File: src/shared/ssf_pkg.sv
// Package for the synchronous serial channel: register map, control layout, states.
`default_nettype none
package ssf_pkg;
    // ==========================================================================
    // Register offsets.
    localparam logic [7:0] ADDR_CTRL = 8'h00;
    localparam logic [7:0] ADDR_BRG = 8'h04;
    localparam logic [7:0] ADDR_TXBUF = 8'h08;
    localparam logic [7:0] ADDR_RXBUF = 8'h0C;
    localparam logic [7:0] ADDR_STAT = 8'h10;
    localparam logic [7:0] ADDR_IRQ_STAT = 8'h14;
    localparam logic [7:0] ADDR_IRQ_CLR = 8'h18;
    localparam logic [7:0] ADDR_IRQ_EN = 8'h1C;
    // ==========================================================================
    // Control register layout, bit 0 is tx_en.
    typedef struct packed {
        logic [1:0] fi_sel;
        logic rx_dir;
        logic clk_dir;
        logic sync_mode;
        logic open_drain;
        logic clk_pin_sel;
        logic two_pin_en;
        logic line_inv;
        logic data_inv;
        logic msb_first;
        logic clk_pol;
        logic cont_rx;
        logic hs_disable;
        logic ext_clk;
        logic hs_func;
        logic rx_en;
        logic tx_en;
    } ssf_ctrl_type;
    // Sticky event layout shared by status, clear and enable registers.
    typedef struct packed {
        logic ovr;
        logic rxd;
        logic txe;
    } ssf_irq_type;
    typedef enum logic [1:0] {ST_IDLE = 2'b01, ST_SHIFT = 2'b10} ssf_state_type;
    // ==========================================================================
    // Reset values and counts.
    localparam logic [17:0] CTRL_RST = 18'h00000;
    localparam logic [7:0] BRG_RST = 8'h00;
    localparam logic [3:0] FRAME_LAST = 4'h7;
    localparam logic [7:0] DUMMY_DATA = 8'hFF;
    localparam logic [4:0] PRE_F1 = 5'h00;
    localparam logic [4:0] PRE_F8 = 5'h07;
    localparam logic [4:0] PRE_F32 = 5'h1F;
endpackage
`default_nettype wire

File: src/core/ssf_sync_serial.sv
// Clock-synchronous serial channel with select functions and an APB register slave.
`timescale 1ns/1ps
`default_nettype none
// ============================================================================
// Summary of operation
// - Polarity bit picks which shift-clock edge drives and samples data.
// - Bit order bit zero sends LSB first, one sends MSB first.
// - With continuous receive on, reading the receive buffer re-arms reception.
// - Two clock output pins; select bit chooses which one carries the clock.
// - Two-pin clock choice acts only with the internal shift clock.
// - Two-pin clock option disables the handshake pin function.
// - Data logic bit inverts data on transmit write and receive read.
// - Line polarity reversal inverts serial output and input pin levels.
// - Output pin stays high or floats until the first transfer starts.
// - Receive-only frames shift dummy ones out on the output pin.
// - Serial input is used only while its direction bit is zero.
// - Clock pin drives when internal unless two-pin selects the alternate pin, accepts input when external and direction zero.
// - Handshake pin is a port, clear-to-send input or request-to-send output.
// - Each frame is exactly eight data bits with no framing bits.
// - Internal shift clock period is two times (value plus one) prescaled ticks.
// - A frame starts only when enables, buffer, handshake and idle clock allow.
// - A frame finishing on a full buffer flags overrun, overwrites, no receive event.
module ssf_sync_serial (
    input wire logic clk_i,
    input wire logic sys_rst_i,
    input wire logic psel_i,
    input wire logic penable_i,
    input wire logic pwrite_i,
    input wire logic [7:0] paddr_i,
    input wire logic [31:0] pwdata_i,
    output logic [31:0] prdata_o,
    output logic pready_o,
    output logic pslverr_o,
    output logic irq_o,
    input wire logic shift_clock_pin_i,
    output logic shift_clock_pin_o,
    output logic shift_clock_pin_oe_n_o,
    output logic alternate_clock_output_pin_o,
    output logic alternate_clock_output_pin_oe_n_o,
    output logic serial_out_pin_o,
    output logic serial_out_pin_oe_n_o,
    input wire logic serial_in_pin_i,
    input wire logic handshake_pin_i,
    output logic handshake_pin_o,
    output logic handshake_pin_oe_n_o
);
    // ========================================================================
    // State.
    typedef struct packed {
        ssf_pkg::ssf_ctrl_type ctrl;
        logic [7:0] brg;
        logic [7:0] txb;
        logic tx_full;
        logic [7:0] rxb;
        logic rx_full;
        logic rx_armed;
        logic started;
        ssf_pkg::ssf_state_type st;
        logic [7:0] tx_sh;
        logic [7:0] rx_sh;
        logic [3:0] cnt;
        logic [1:0] smp;
        logic [1:0] fin;
        logic [4:0] pre;
        logic [7:0] half;
        logic sclk;
        logic obit;
        logic ck_s1;
        logic ck_s2;
        logic ck_s3;
        logic din_s1;
        logic din_s2;
        logic cts_s1;
        logic cts_s2;
        ssf_pkg::ssf_irq_type ist;
        ssf_pkg::ssf_irq_type ien;
        logic [31:0] prdata;
        logic pready;
        logic pslverr;
        logic irq;
        logic ck_o;
        logic ck_oe_n;
        logic alt_o;
        logic alt_oe_n;
        logic so;
        logic so_oe_n;
        logic hs_o;
        logic hs_oe_n;
    } ssf_reg_type;

    ssf_reg_type r;
    ssf_reg_type n;
    logic acc, wr, rd, idle_lvl, two_pin, hs_off, fi_tick, lead_ev, trail_ev;
    logic din, tx_go, rx_go, ext_ok, cts_ok, done, ni, ntwo, v, cap, last;

    function automatic logic [4:0] pre_lim(input logic [1:0] sel);
        case (sel)
            2'h1: pre_lim = ssf_pkg::PRE_F8;
            2'h2: pre_lim = ssf_pkg::PRE_F32;
            default: pre_lim = ssf_pkg::PRE_F1;
        endcase
    endfunction

    function automatic logic addr_ok(input logic [7:0] a);
        addr_ok = (a[1:0] == 2'h0) && (a <= ssf_pkg::ADDR_IRQ_EN);
    endfunction

    function automatic logic [7:0] shift_in(input logic [7:0] sh, input logic b, input logic msb);
        shift_in = msb ? {sh[6:0], b} : {b, sh[7:1]};
    endfunction

    // ========================================================================
    // Next state.
    always_comb begin
        n = r;
        last = 1'b0;
        lead_ev = 1'b0;
        trail_ev = 1'b0;
        acc = psel_i & penable_i & r.pready;
        wr = acc & pwrite_i;
        rd = acc & ~pwrite_i;
        idle_lvl = ~r.ctrl.clk_pol;
        two_pin = r.ctrl.two_pin_en & ~r.ctrl.ext_clk;
        hs_off = r.ctrl.hs_disable | two_pin;
        n.ck_s1 = shift_clock_pin_i;
        n.ck_s2 = r.ck_s1;
        n.ck_s3 = r.ck_s2;
        n.din_s1 = serial_in_pin_i;
        n.din_s2 = r.din_s1;
        n.cts_s1 = handshake_pin_i;
        n.cts_s2 = r.cts_s1;
        // Registered answer costs one wait-free access phase but keeps outputs on flops.
        n.pready = psel_i & ~penable_i;
        n.pslverr = psel_i & ~penable_i & ~addr_ok(paddr_i);
        n.prdata = '0;
        if (psel_i & ~penable_i & ~pwrite_i) begin
            case (paddr_i)
                ssf_pkg::ADDR_CTRL: n.prdata = {14'h0000, r.ctrl};
                ssf_pkg::ADDR_BRG: n.prdata = {24'h000000, r.brg};
                ssf_pkg::ADDR_RXBUF: n.prdata = {24'h000000, r.rxb ^ {8{r.ctrl.data_inv}}};
                ssf_pkg::ADDR_STAT: n.prdata = {27'h0000000, r.rx_armed, r.started,
                                                r.st == ssf_pkg::ST_SHIFT, r.rx_full, r.tx_full};
                ssf_pkg::ADDR_IRQ_STAT: n.prdata = {29'h00000000, r.ist};
                ssf_pkg::ADDR_IRQ_EN: n.prdata = {29'h00000000, r.ien};
                default: n.prdata = '0;
            endcase
        end
        if (rd && paddr_i == ssf_pkg::ADDR_RXBUF) begin
            n.rx_full = 1'b0;
            if (r.ctrl.cont_rx) begin
                n.rx_armed = 1'b1;
            end
        end
        if (wr && paddr_i == ssf_pkg::ADDR_IRQ_CLR) begin
            n.ist = r.ist & ~pwdata_i[2:0];
        end
        fi_tick = (r.pre == pre_lim(r.ctrl.fi_sel));
        n.pre = fi_tick ? 5'h00 : r.pre + 5'h01;
        if (r.st == ssf_pkg::ST_SHIFT) begin
            if (r.ctrl.ext_clk) begin
                // External clock accepted only with direction zero.
                lead_ev = ~r.ctrl.clk_dir & (r.ck_s3 == idle_lvl) & (r.ck_s2 != idle_lvl);
                trail_ev = ~r.ctrl.clk_dir & (r.ck_s3 != idle_lvl) & (r.ck_s2 == idle_lvl);
            end else if (fi_tick) begin
                if (r.half == r.brg) begin
                    n.half = 8'h00;
                    n.sclk = ~r.sclk;
                    // Leaving idle level is the drive edge.
                    lead_ev = (r.sclk == idle_lvl);
                    trail_ev = (r.sclk != idle_lvl);
                end else begin
                    n.half = r.half + 8'h01;
                end
            end
        end
        // Input pin ignored when used as port.
        din = r.ctrl.rx_dir ? 1'b1 : (r.din_s2 ^ r.ctrl.line_inv);
        cts_ok = hs_off | r.ctrl.hs_func | ~r.cts_s2;
        ext_ok = ~r.ctrl.ext_clk | (r.ck_s2 == idle_lvl);
        tx_go = r.ctrl.tx_en & r.tx_full & cts_ok & ext_ok;
        rx_go = r.ctrl.rx_en & r.ctrl.cont_rx & r.rx_armed & ext_ok;
        case (r.st)
            ssf_pkg::ST_IDLE: begin
                n.sclk = idle_lvl;
                n.half = 8'h00;
                if (r.ctrl.sync_mode & (tx_go | rx_go)) begin
                    n.st = ssf_pkg::ST_SHIFT;
                    n.cnt = 4'h0;
                    n.obit = 1'b1;
                    n.tx_sh = tx_go ? r.txb : ssf_pkg::DUMMY_DATA;
                    n.rx_armed = 1'b0;
                    n.started = 1'b1;
                    if (tx_go) begin
                        n.tx_full = 1'b0;
                        n.ist.txe = 1'b1;
                    end
                end
            end
            ssf_pkg::ST_SHIFT: begin
                if (lead_ev) begin
                    n.obit = r.ctrl.msb_first ? r.tx_sh[7] : r.tx_sh[0];
                    n.tx_sh = r.ctrl.msb_first ? {r.tx_sh[6:0], 1'b1} : {1'b1, r.tx_sh[7:1]};
                end
                if (trail_ev) begin
                    n.cnt = r.cnt + 4'h1;
                    if (r.cnt == ssf_pkg::FRAME_LAST) begin
                        last = 1'b1;
                        n.st = ssf_pkg::ST_IDLE;
                    end
                end
            end
            default: n.st = ssf_pkg::ST_IDLE;
        endcase
        // Internal frames capture two cycles late, in step with the input synchroniser.
        n.smp = {r.smp[0], trail_ev};
        n.fin = {r.fin[0], last};
        cap = r.ctrl.ext_clk ? trail_ev : r.smp[1];
        done = r.ctrl.ext_clk ? last : r.fin[1];
        if (cap) begin
            n.rx_sh = shift_in(r.rx_sh, din, r.ctrl.msb_first);
        end
        if (done && r.ctrl.rx_en) begin
            n.rxb = n.rx_sh;
            if (n.rx_full) begin
                n.ist.ovr = 1'b1;
            end else begin
                n.ist.rxd = 1'b1;
            end
            n.rx_full = 1'b1;
        end
        if (wr) begin
            case (paddr_i)
                ssf_pkg::ADDR_CTRL: n.ctrl = pwdata_i[17:0];
                ssf_pkg::ADDR_BRG: n.brg = pwdata_i[7:0];
                ssf_pkg::ADDR_TXBUF: begin
                    n.txb = pwdata_i[7:0] ^ {8{r.ctrl.data_inv}};
                    n.tx_full = 1'b1;
                end
                ssf_pkg::ADDR_IRQ_EN: n.ien = pwdata_i[2:0];
                default: n.ien = n.ien;
            endcase
        end
        if (!n.ctrl.sync_mode) begin
            n.st = ssf_pkg::ST_IDLE;
            n.started = 1'b0;
        end
        n.irq = |(n.ist & n.ien);
        // Pins are derived from the next state so each output flop matches the state beside it.
        ni = ~n.ctrl.clk_pol;
        ntwo = n.ctrl.two_pin_en & ~n.ctrl.ext_clk;
        n.ck_o = (n.st == ssf_pkg::ST_SHIFT) ? n.sclk : ni;
        n.alt_o = n.ck_o;
        n.ck_oe_n = n.ctrl.ext_clk | (ntwo & n.ctrl.clk_pin_sel);
        n.alt_oe_n = ~(ntwo & n.ctrl.clk_pin_sel);
        v = n.obit ^ n.ctrl.line_inv;
        // High or floating before first frame.
        if (!n.started) begin
            v = 1'b1;
        end
        n.so = v;
        n.so_oe_n = n.ctrl.open_drain & v;
        n.hs_oe_n = n.ctrl.hs_disable | ntwo | ~n.ctrl.hs_func;
        n.hs_o = n.hs_oe_n | ~(n.ctrl.rx_en & ~n.rx_full);
    end

    always_ff @(posedge clk_i) begin
        if (sys_rst_i) begin
            r <= '0;
            r.ctrl <= ssf_pkg::CTRL_RST;
            r.brg <= ssf_pkg::BRG_RST;
            r.st <= ssf_pkg::ST_IDLE;
            r.sclk <= 1'b1;
            r.ck_o <= 1'b1;
            r.alt_o <= 1'b1;
            r.alt_oe_n <= 1'b1;
            r.so <= 1'b1;
            r.hs_o <= 1'b1;
            r.hs_oe_n <= 1'b1;
        end else begin
            r <= n;
        end
    end

    assign prdata_o = r.prdata;
    assign pready_o = r.pready;
    assign pslverr_o = r.pslverr;
    assign irq_o = r.irq;
    assign shift_clock_pin_o = r.ck_o;
    assign shift_clock_pin_oe_n_o = r.ck_oe_n;
    assign alternate_clock_output_pin_o = r.alt_o;
    assign alternate_clock_output_pin_oe_n_o = r.alt_oe_n;
    assign serial_out_pin_o = r.so;
    assign serial_out_pin_oe_n_o = r.so_oe_n;
    assign handshake_pin_o = r.hs_o;
    assign handshake_pin_oe_n_o = r.hs_oe_n;
endmodule // ssf_sync_serial
`default_nettype wire

File: config.mk
export PLATFORM = sky130hd
export DESIGN_NAME = ssf_sync_serial
export DESIGN_NICKNAME = d
export VERILOG_FILES = /design/src/shared/ssf_pkg.sv /design/src/core/ssf_sync_serial.sv
export SDC_FILE = /design/constraint.sdc
export NUM_CORES = 1
export LEC_CHECK = 0
export ABC_AREA = 1
export BUFFER_PORTS_ARGS = -buffer_cell sky130_fd_sc_hd__buf_2
export CORE_MARGIN = 1
export CORE_UTILIZATION = 40
export CTS_CLUSTER_DIAMETER = 40
export DETAILED_ROUTE_END_ITERATION = 12
export GPL_TIMING_DRIVEN = 0
export PLACE_DENSITY_LB_ADDON = 0.15
export SLEW_MARGIN = 25
export SYNTH_ARGS = -nofsm -noshare
export SYNTH_HDL_FRONTEND = slang
export SYNTH_SLANG_ARGS = --single-unit
export TNS_END_PERCENT = 20
File: constraint.sdc
create_clock -name clk_i -period 4.3 [get_ports clk_i]
set_clock_uncertainty 0.2 [all_clocks]
set_input_delay 0.86 -clock clk_i [delete_from_list [all_inputs] [get_ports clk_i]]
set_output_delay 0.86 -clock clk_i [all_outputs]
set_load 0.1 [all_outputs]
=== Word-level counts from Yosys, hierarchy flattened ===
Cells that the tools add are included.

* Register bits: 142
* Output and inout port bits: 43
* Word-level logic and storage cells: 219

* Add/subtract/negate cells: 3
* Order comparisons: 1
* Equal/unequal tests: 24
* Mux-type cells: 62
* Bitwise gates (word level): 54
* Reductions and logical operators: 17

{| class="wikitable"
|+ Operators with widths
! cell !! number
|-
| one-hot mux 18 bit (6 select lines) || 1
|-
| two-way mux 8 bit || 7
|-
| two-way mux 1 bit || 34
|-
| == test 8 x 5 -> 1 bit (second input constant) || 4
|-
| two-way mux 31 bit || 1
|-
| AND 1 bit || 23
|-
| == test 8 x 4 -> 1 bit (second input constant) || 2
|-
| one-hot mux 8 bit (2 select lines) || 1
|-
| XOR 8 bit || 2
|-
| NOT 1 bit || 15
|-
| two-way mux 14 bit || 1
|-
| two-way mux 12 bit || 1
|-
| two-way mux 3 bit || 4
|-
| two-way mux 2 bit || 5
|-
| one-hot mux 5 bit (2 select lines) || 1
|-
| two-way mux 9 bit || 1
|-
| OR 1 bit || 9
|-
| AND reduction 3 bit || 3
|-
| adder 8 x 1 -> 8 bit (second input constant) || 1
|-
| == test 8 x 3 -> 1 bit (second input constant) || 1
|-
| == test 8 bit || 1
|-
| less-or-equal comparator 8 x 5 -> 1 bit (second input constant) || 1
|-
| zero test 8 bit || 1
|-
| two-way mux 4 bit || 2
|-
| 21 further kinds || 39
|}

=== Longest topological paths before layout ===
* Depth after elaboration: 18
* Gate-level depth with buffers: 16
* Depth with buffers taken out: 16

=== Worst setup path after synthesis ===
Ideal clock, no wire load.

* Kind: register -> register
* Start: reg r (netlist bit pready_o)
* End: reg r (netlist bit handshake_pin_o)
* Library setup time: 0.124 ns
* Data arrival time: 2.140 ns
* Slack: 1.836 ns
* Stages on the path, launching flop included: 11
* Buffers on the path: 1
* Period minus slack after synthesis: 2.464 ns
* Cell sequence: dfxtp_1 > nand3_1 > nor2_1 > nand2_2 > buf_6 > o21ai_1 > inv_1 > nand2_1 > nand2_1 > nor2_1 > nand3_1

* Word-level cells in the longest chain between the ends: 9
* Elaborated cells on any way between the ends: 16
* Classes of those cells: mux (3); bitwise (12); reduce/logical (1)

{| class="wikitable"
|+ RTL lines
! element !! RTL line !! RTL
|-
| from (decl) || ssf_sync_serial.sv:91 || <nowiki>ssf_reg_type r;</nowiki>
|-
| from (signal assigned) || ssf_sync_serial.sv:280 || <nowiki>r <= n;</nowiki>
|-
| AND 1 bit * || ssf_sync_serial.sv:119 || <nowiki>acc = psel_i & penable_i & r.pready;</nowiki>
|-
| AND 1 bit || ssf_sync_serial.sv:121 || <nowiki>rd = acc & ~pwrite_i;</nowiki>
|-
| logical AND 1 bit || ssf_sync_serial.sv:148 || <nowiki>if (rd && paddr_i == ssf_pkg::ADDR_RXBUF) begin</nowiki>
|-
| two-way mux 2 bit || ssf_sync_serial.sv:148 ||
|-
| two-way mux 1 bit || ssf_sync_serial.sv:222 || <nowiki>if (done && r.ctrl.rx_en) begin</nowiki>
|-
| NOT 1 bit || ssf_sync_serial.sv:263 || <nowiki>n.hs_o = n.hs_oe_n | ~(n.ctrl.rx_en & ~n.rx_full);</nowiki>
|-
| AND 1 bit || ssf_sync_serial.sv:263 ||
|-
| NOT 1 bit || ssf_sync_serial.sv:263 ||
|-
| OR 1 bit * || ssf_sync_serial.sv:263 ||
|}

Mark *: on every way between the ends. The rest lies on a longest branch, timed or not.
A chain may end at the register's enable or synchronous reset.

=== Worst setup path after layout ===
* Start: in paddr_i[1]
* End: reg r[140] (netlist bit)

* Word-level cells in the longest chain between the ends: 2

{| class="wikitable"
|+ RTL lines
! element !! RTL line !! RTL
|-
| from (decl) || ssf_sync_serial.sv:29 || <nowiki>input wire logic [7:0] paddr_i,</nowiki>
|-
| zero test 8 bit || ssf_sync_serial.sv:232 || <nowiki>case (paddr_i)</nowiki>
|-
| AND reduction 2 bit (no source line) || - ||
|}

No other way between the ends.

==> impl_metrics.ini <==
[global_route]
grt_pass1_vias = 4617
grt_use_total_pct = 22.3
grt_first_pass_wirelength_mm = 25.0
grt_max_degree = 17
antenna_found_initial = 0
overflow = 0

[power]
p_sw_mw = 0.665
power_density_nw_per_um2 = 386
power_leakage_nw = 3.00
comb_power_share_pct = 5.0
vdd_ir_drop_max_v = 0.000306
p_int_mw = 2.08
seq_power_share_pct = 43.3
switching_share_pct = 24.2
clockPowerShare_pct = 51.7

[timing]
hold_viol = 0
clock.fmax_mhz = 399
hold_ws_ps = 203
tightest_slew_ps = 636
fin_tns_setup_ps = 0
slew_viol_final = 0
relSlewSlack_pct = 57.6
finalCriticalPeriod_ps = 2510
rsz0062_at_grt = false
setup_violations = 0
fin_crit_sh_pct = 58.4

[route]
vias = 5257
vias_per_cell = 4.84
wirelength_mm = 16.0
drt_pass1_iterations = 5
wl_per_cell_um = 14.8
ant_nets = 0
drtIter0Drc = 387
drc = 0

[cts]
clock_latency_ps = 430
ctsResizeCount = 0
cts_max_path_buffers = 2
holdBufCountCts = 0
cts_tree = done
post-cts-setup-buffers = 0
numCtsBuffers = 17
path_clk_slew_ps = 60
h-tree-depth = 4
cts-root-buf = clkbuf_16
cts_sinks = 128

[synth]
syn_area_per_cell_um2 = 7.48
syn_area_um2 = 5950
synth_flop_cell = dfxtp_1
synth_edf_count = 0
ys_types = 48
yosys_register_bits = 128
synth_cells = 795
ys_warn_count = 0
async_flop_share_pct = 0
ys_seq_area_share_pct = 43.1

[layout]
area_delta_synth_final_pct = 19.7
layout_common_cells = dfxtp_1, nor2_1, nand2_1, inv_1, a21oi_1
nFillCells = 1520
final_cells = 1086
drive_gt1_share_pct = 20.7
final_common_cell = dfxtp_1
finalNetCount = 943
diodes = 0
fin_area_um2 = 7110

[floorplan]
rows = 44
initial_core_util_pct = 40.9
fp.dieW_um = 124
die_h_um = 124
dieArea_um2 = 15400
core_area_um2 = 14500
ios = 91

[place]
io_buffers = 62
dp_hpwl_mm = 12.1
placed_area_um2 = 6540
dp_cells = 1054
gp_congestion = 0.899

[critical_path]
start_kind = input pin
slowest_delay_ps = 320
crit_chain = buf_2 > nor2_1 > nand3_2 > nor2_4 > nand2_2 > clkbuf_1 > clkbuf_1 > o21ai_0 > nor2_1
cp_num_buf_inv = 3
required_ps = 4420
cp_max_fo = 10
cp-end-kind = flop
critical_path_arrival_ps = 2630
reg2reg_slack_ps = 1790
cpLargestDelayFamily = simple AND/OR/NAND/NOR gates
path_class = input pin to flop
slowest_stage = clkbuf_1

[run]
drv_cap = 0

[run_status]
status = completed

[min_path]
hp-class = flop to flop
-- final cells by class --
cell class	count	area, µm²	area share [%]
buffer	59	383	5.38
clock buffer	18	439	6.17
clock inverter	14	140	1.97
inverter	104	395	5.56
multi-input combinational	517	2650	37.3
sequential	128	2560	36.0
tap	184	230	3.24
timing repair buffer	62	310	4.36
-- through the flow --
step	utilization [%]	setup slack, ps	power [mW]
4_1_cts	48.9	1790	2.76
6_report	48.9	1790	2.75
3_3_place_gp	45.0	1320	1.35
3_5_place_dp	45.0	1350	1.35
2_1_floorplan	-	1840	1.31
5_1_grt	48.9	1580	2.83
-- synthesized netlist by cell type, types with 3 or more instances --
cell      count  area share (%)
clkbuf_1     17             1.1
ha_1          6             1.3
nand4_1       3            0.32
nand2_1     101             6.4
inv_2        16             1.0
nor2_2        5            0.53
nor3b_1       4            0.51
nand2_4       3            0.57
nand3_1      23             1.9
o22ai_1       9            0.95
dfxtp_1     128              43
xor2_1       14             2.1
buf_4        35             4.4
inv_1        86             5.4
xnor2_1       8             1.2
nor2_1      106             6.7
a21oi_1      82             6.9
o21ai_1       9            0.76
a211oi_1      7            0.88
o21ai_2       3            0.44
nand2_2       8            0.84
nor3_1       14             1.2
nor3_2        4            0.67
buf_2         3            0.25
o21ai_0      69             5.8
-- sequential cells by signal, summed over array words and instances, names as in the netlist --
| register | flops |
|---|---|
| alternate_clock_output_pin_oe_n_o | 1 |
| n | 6 |
| pslverr_o | 1 |
| handshake_pin_o | 1 |
| r | 94 |
| alternate_clock_output_pin_o | 1 |
| shift_clock_pin_oe_n_o | 1 |
| prdata_o | 18 |
| irq_o | 1 |
| handshake_pin_oe_n_o | 1 |
| serial_out_pin_oe_n_o | 1 |
| pready_o | 1 |
| serial_out_pin_o | 1 |
-- power groups by stage --
stage	clock, mW	sequential (mW)	combinational (mW)
after global routing	1.49	1.19	0.147
after floorplan	0	1.22	0.0924
after CTS	1.43	1.19	0.138
after global placement	0	1.22	0.138
final	1.42	1.19	0.137
after detailed placement	0	1.22	0.137
-- worst paths after layout --
path / start / end / cells past startpoint
setup / recovery: paddr_i[1] / r[140]$_SDFFE_PP0P_ / 9
hold / removal: n[51]$_SDFF_PP0_ / r[51]$_SDFF_PP0_ / 2
setup reg to reg: r[141]$_SDFFE_PP0P_ / r[57]$_SDFF_PP1_ / 12
hold reg to reg: n[51]$_SDFF_PP0_ / r[51]$_SDFF_PP0_ / 2
-- metal layers --
| layer | vias to the layer above | wire length, µm | global-route usage, % |
|---|---|---|---|
| li1 | 2724 | - | - |
| met1 | 2391 | 7730 | 30.1 |
| met2 | 118 | 7280 | 34.3 |
| met3 | 24 | 745 | 5.36 |
| met4 | 0 | 282 | 8.48 |
| met5 | - | 0 | 0 |
-- cells by family (layout without fill, tap and decap cells) --
kind of cell	Yosys count	after routing	synth area share, %
other cells	1	14	0.0631
buf+inv	163	257	13.1
simple gates	282	282	21.5
xor+xnor	22	22	3.24
compound gates	192	192	17.5
flops	128	128	43.1
mux	1	1	0.168
fa+ha+maj	6	6	1.26
-- worst min-delay path, stage by stage (launching register included) --
cell	delay, ps
dfxtp_1	300
inv_1	40
nor2_1	30
No activity file was read; power rests on OpenSTA's default activity.
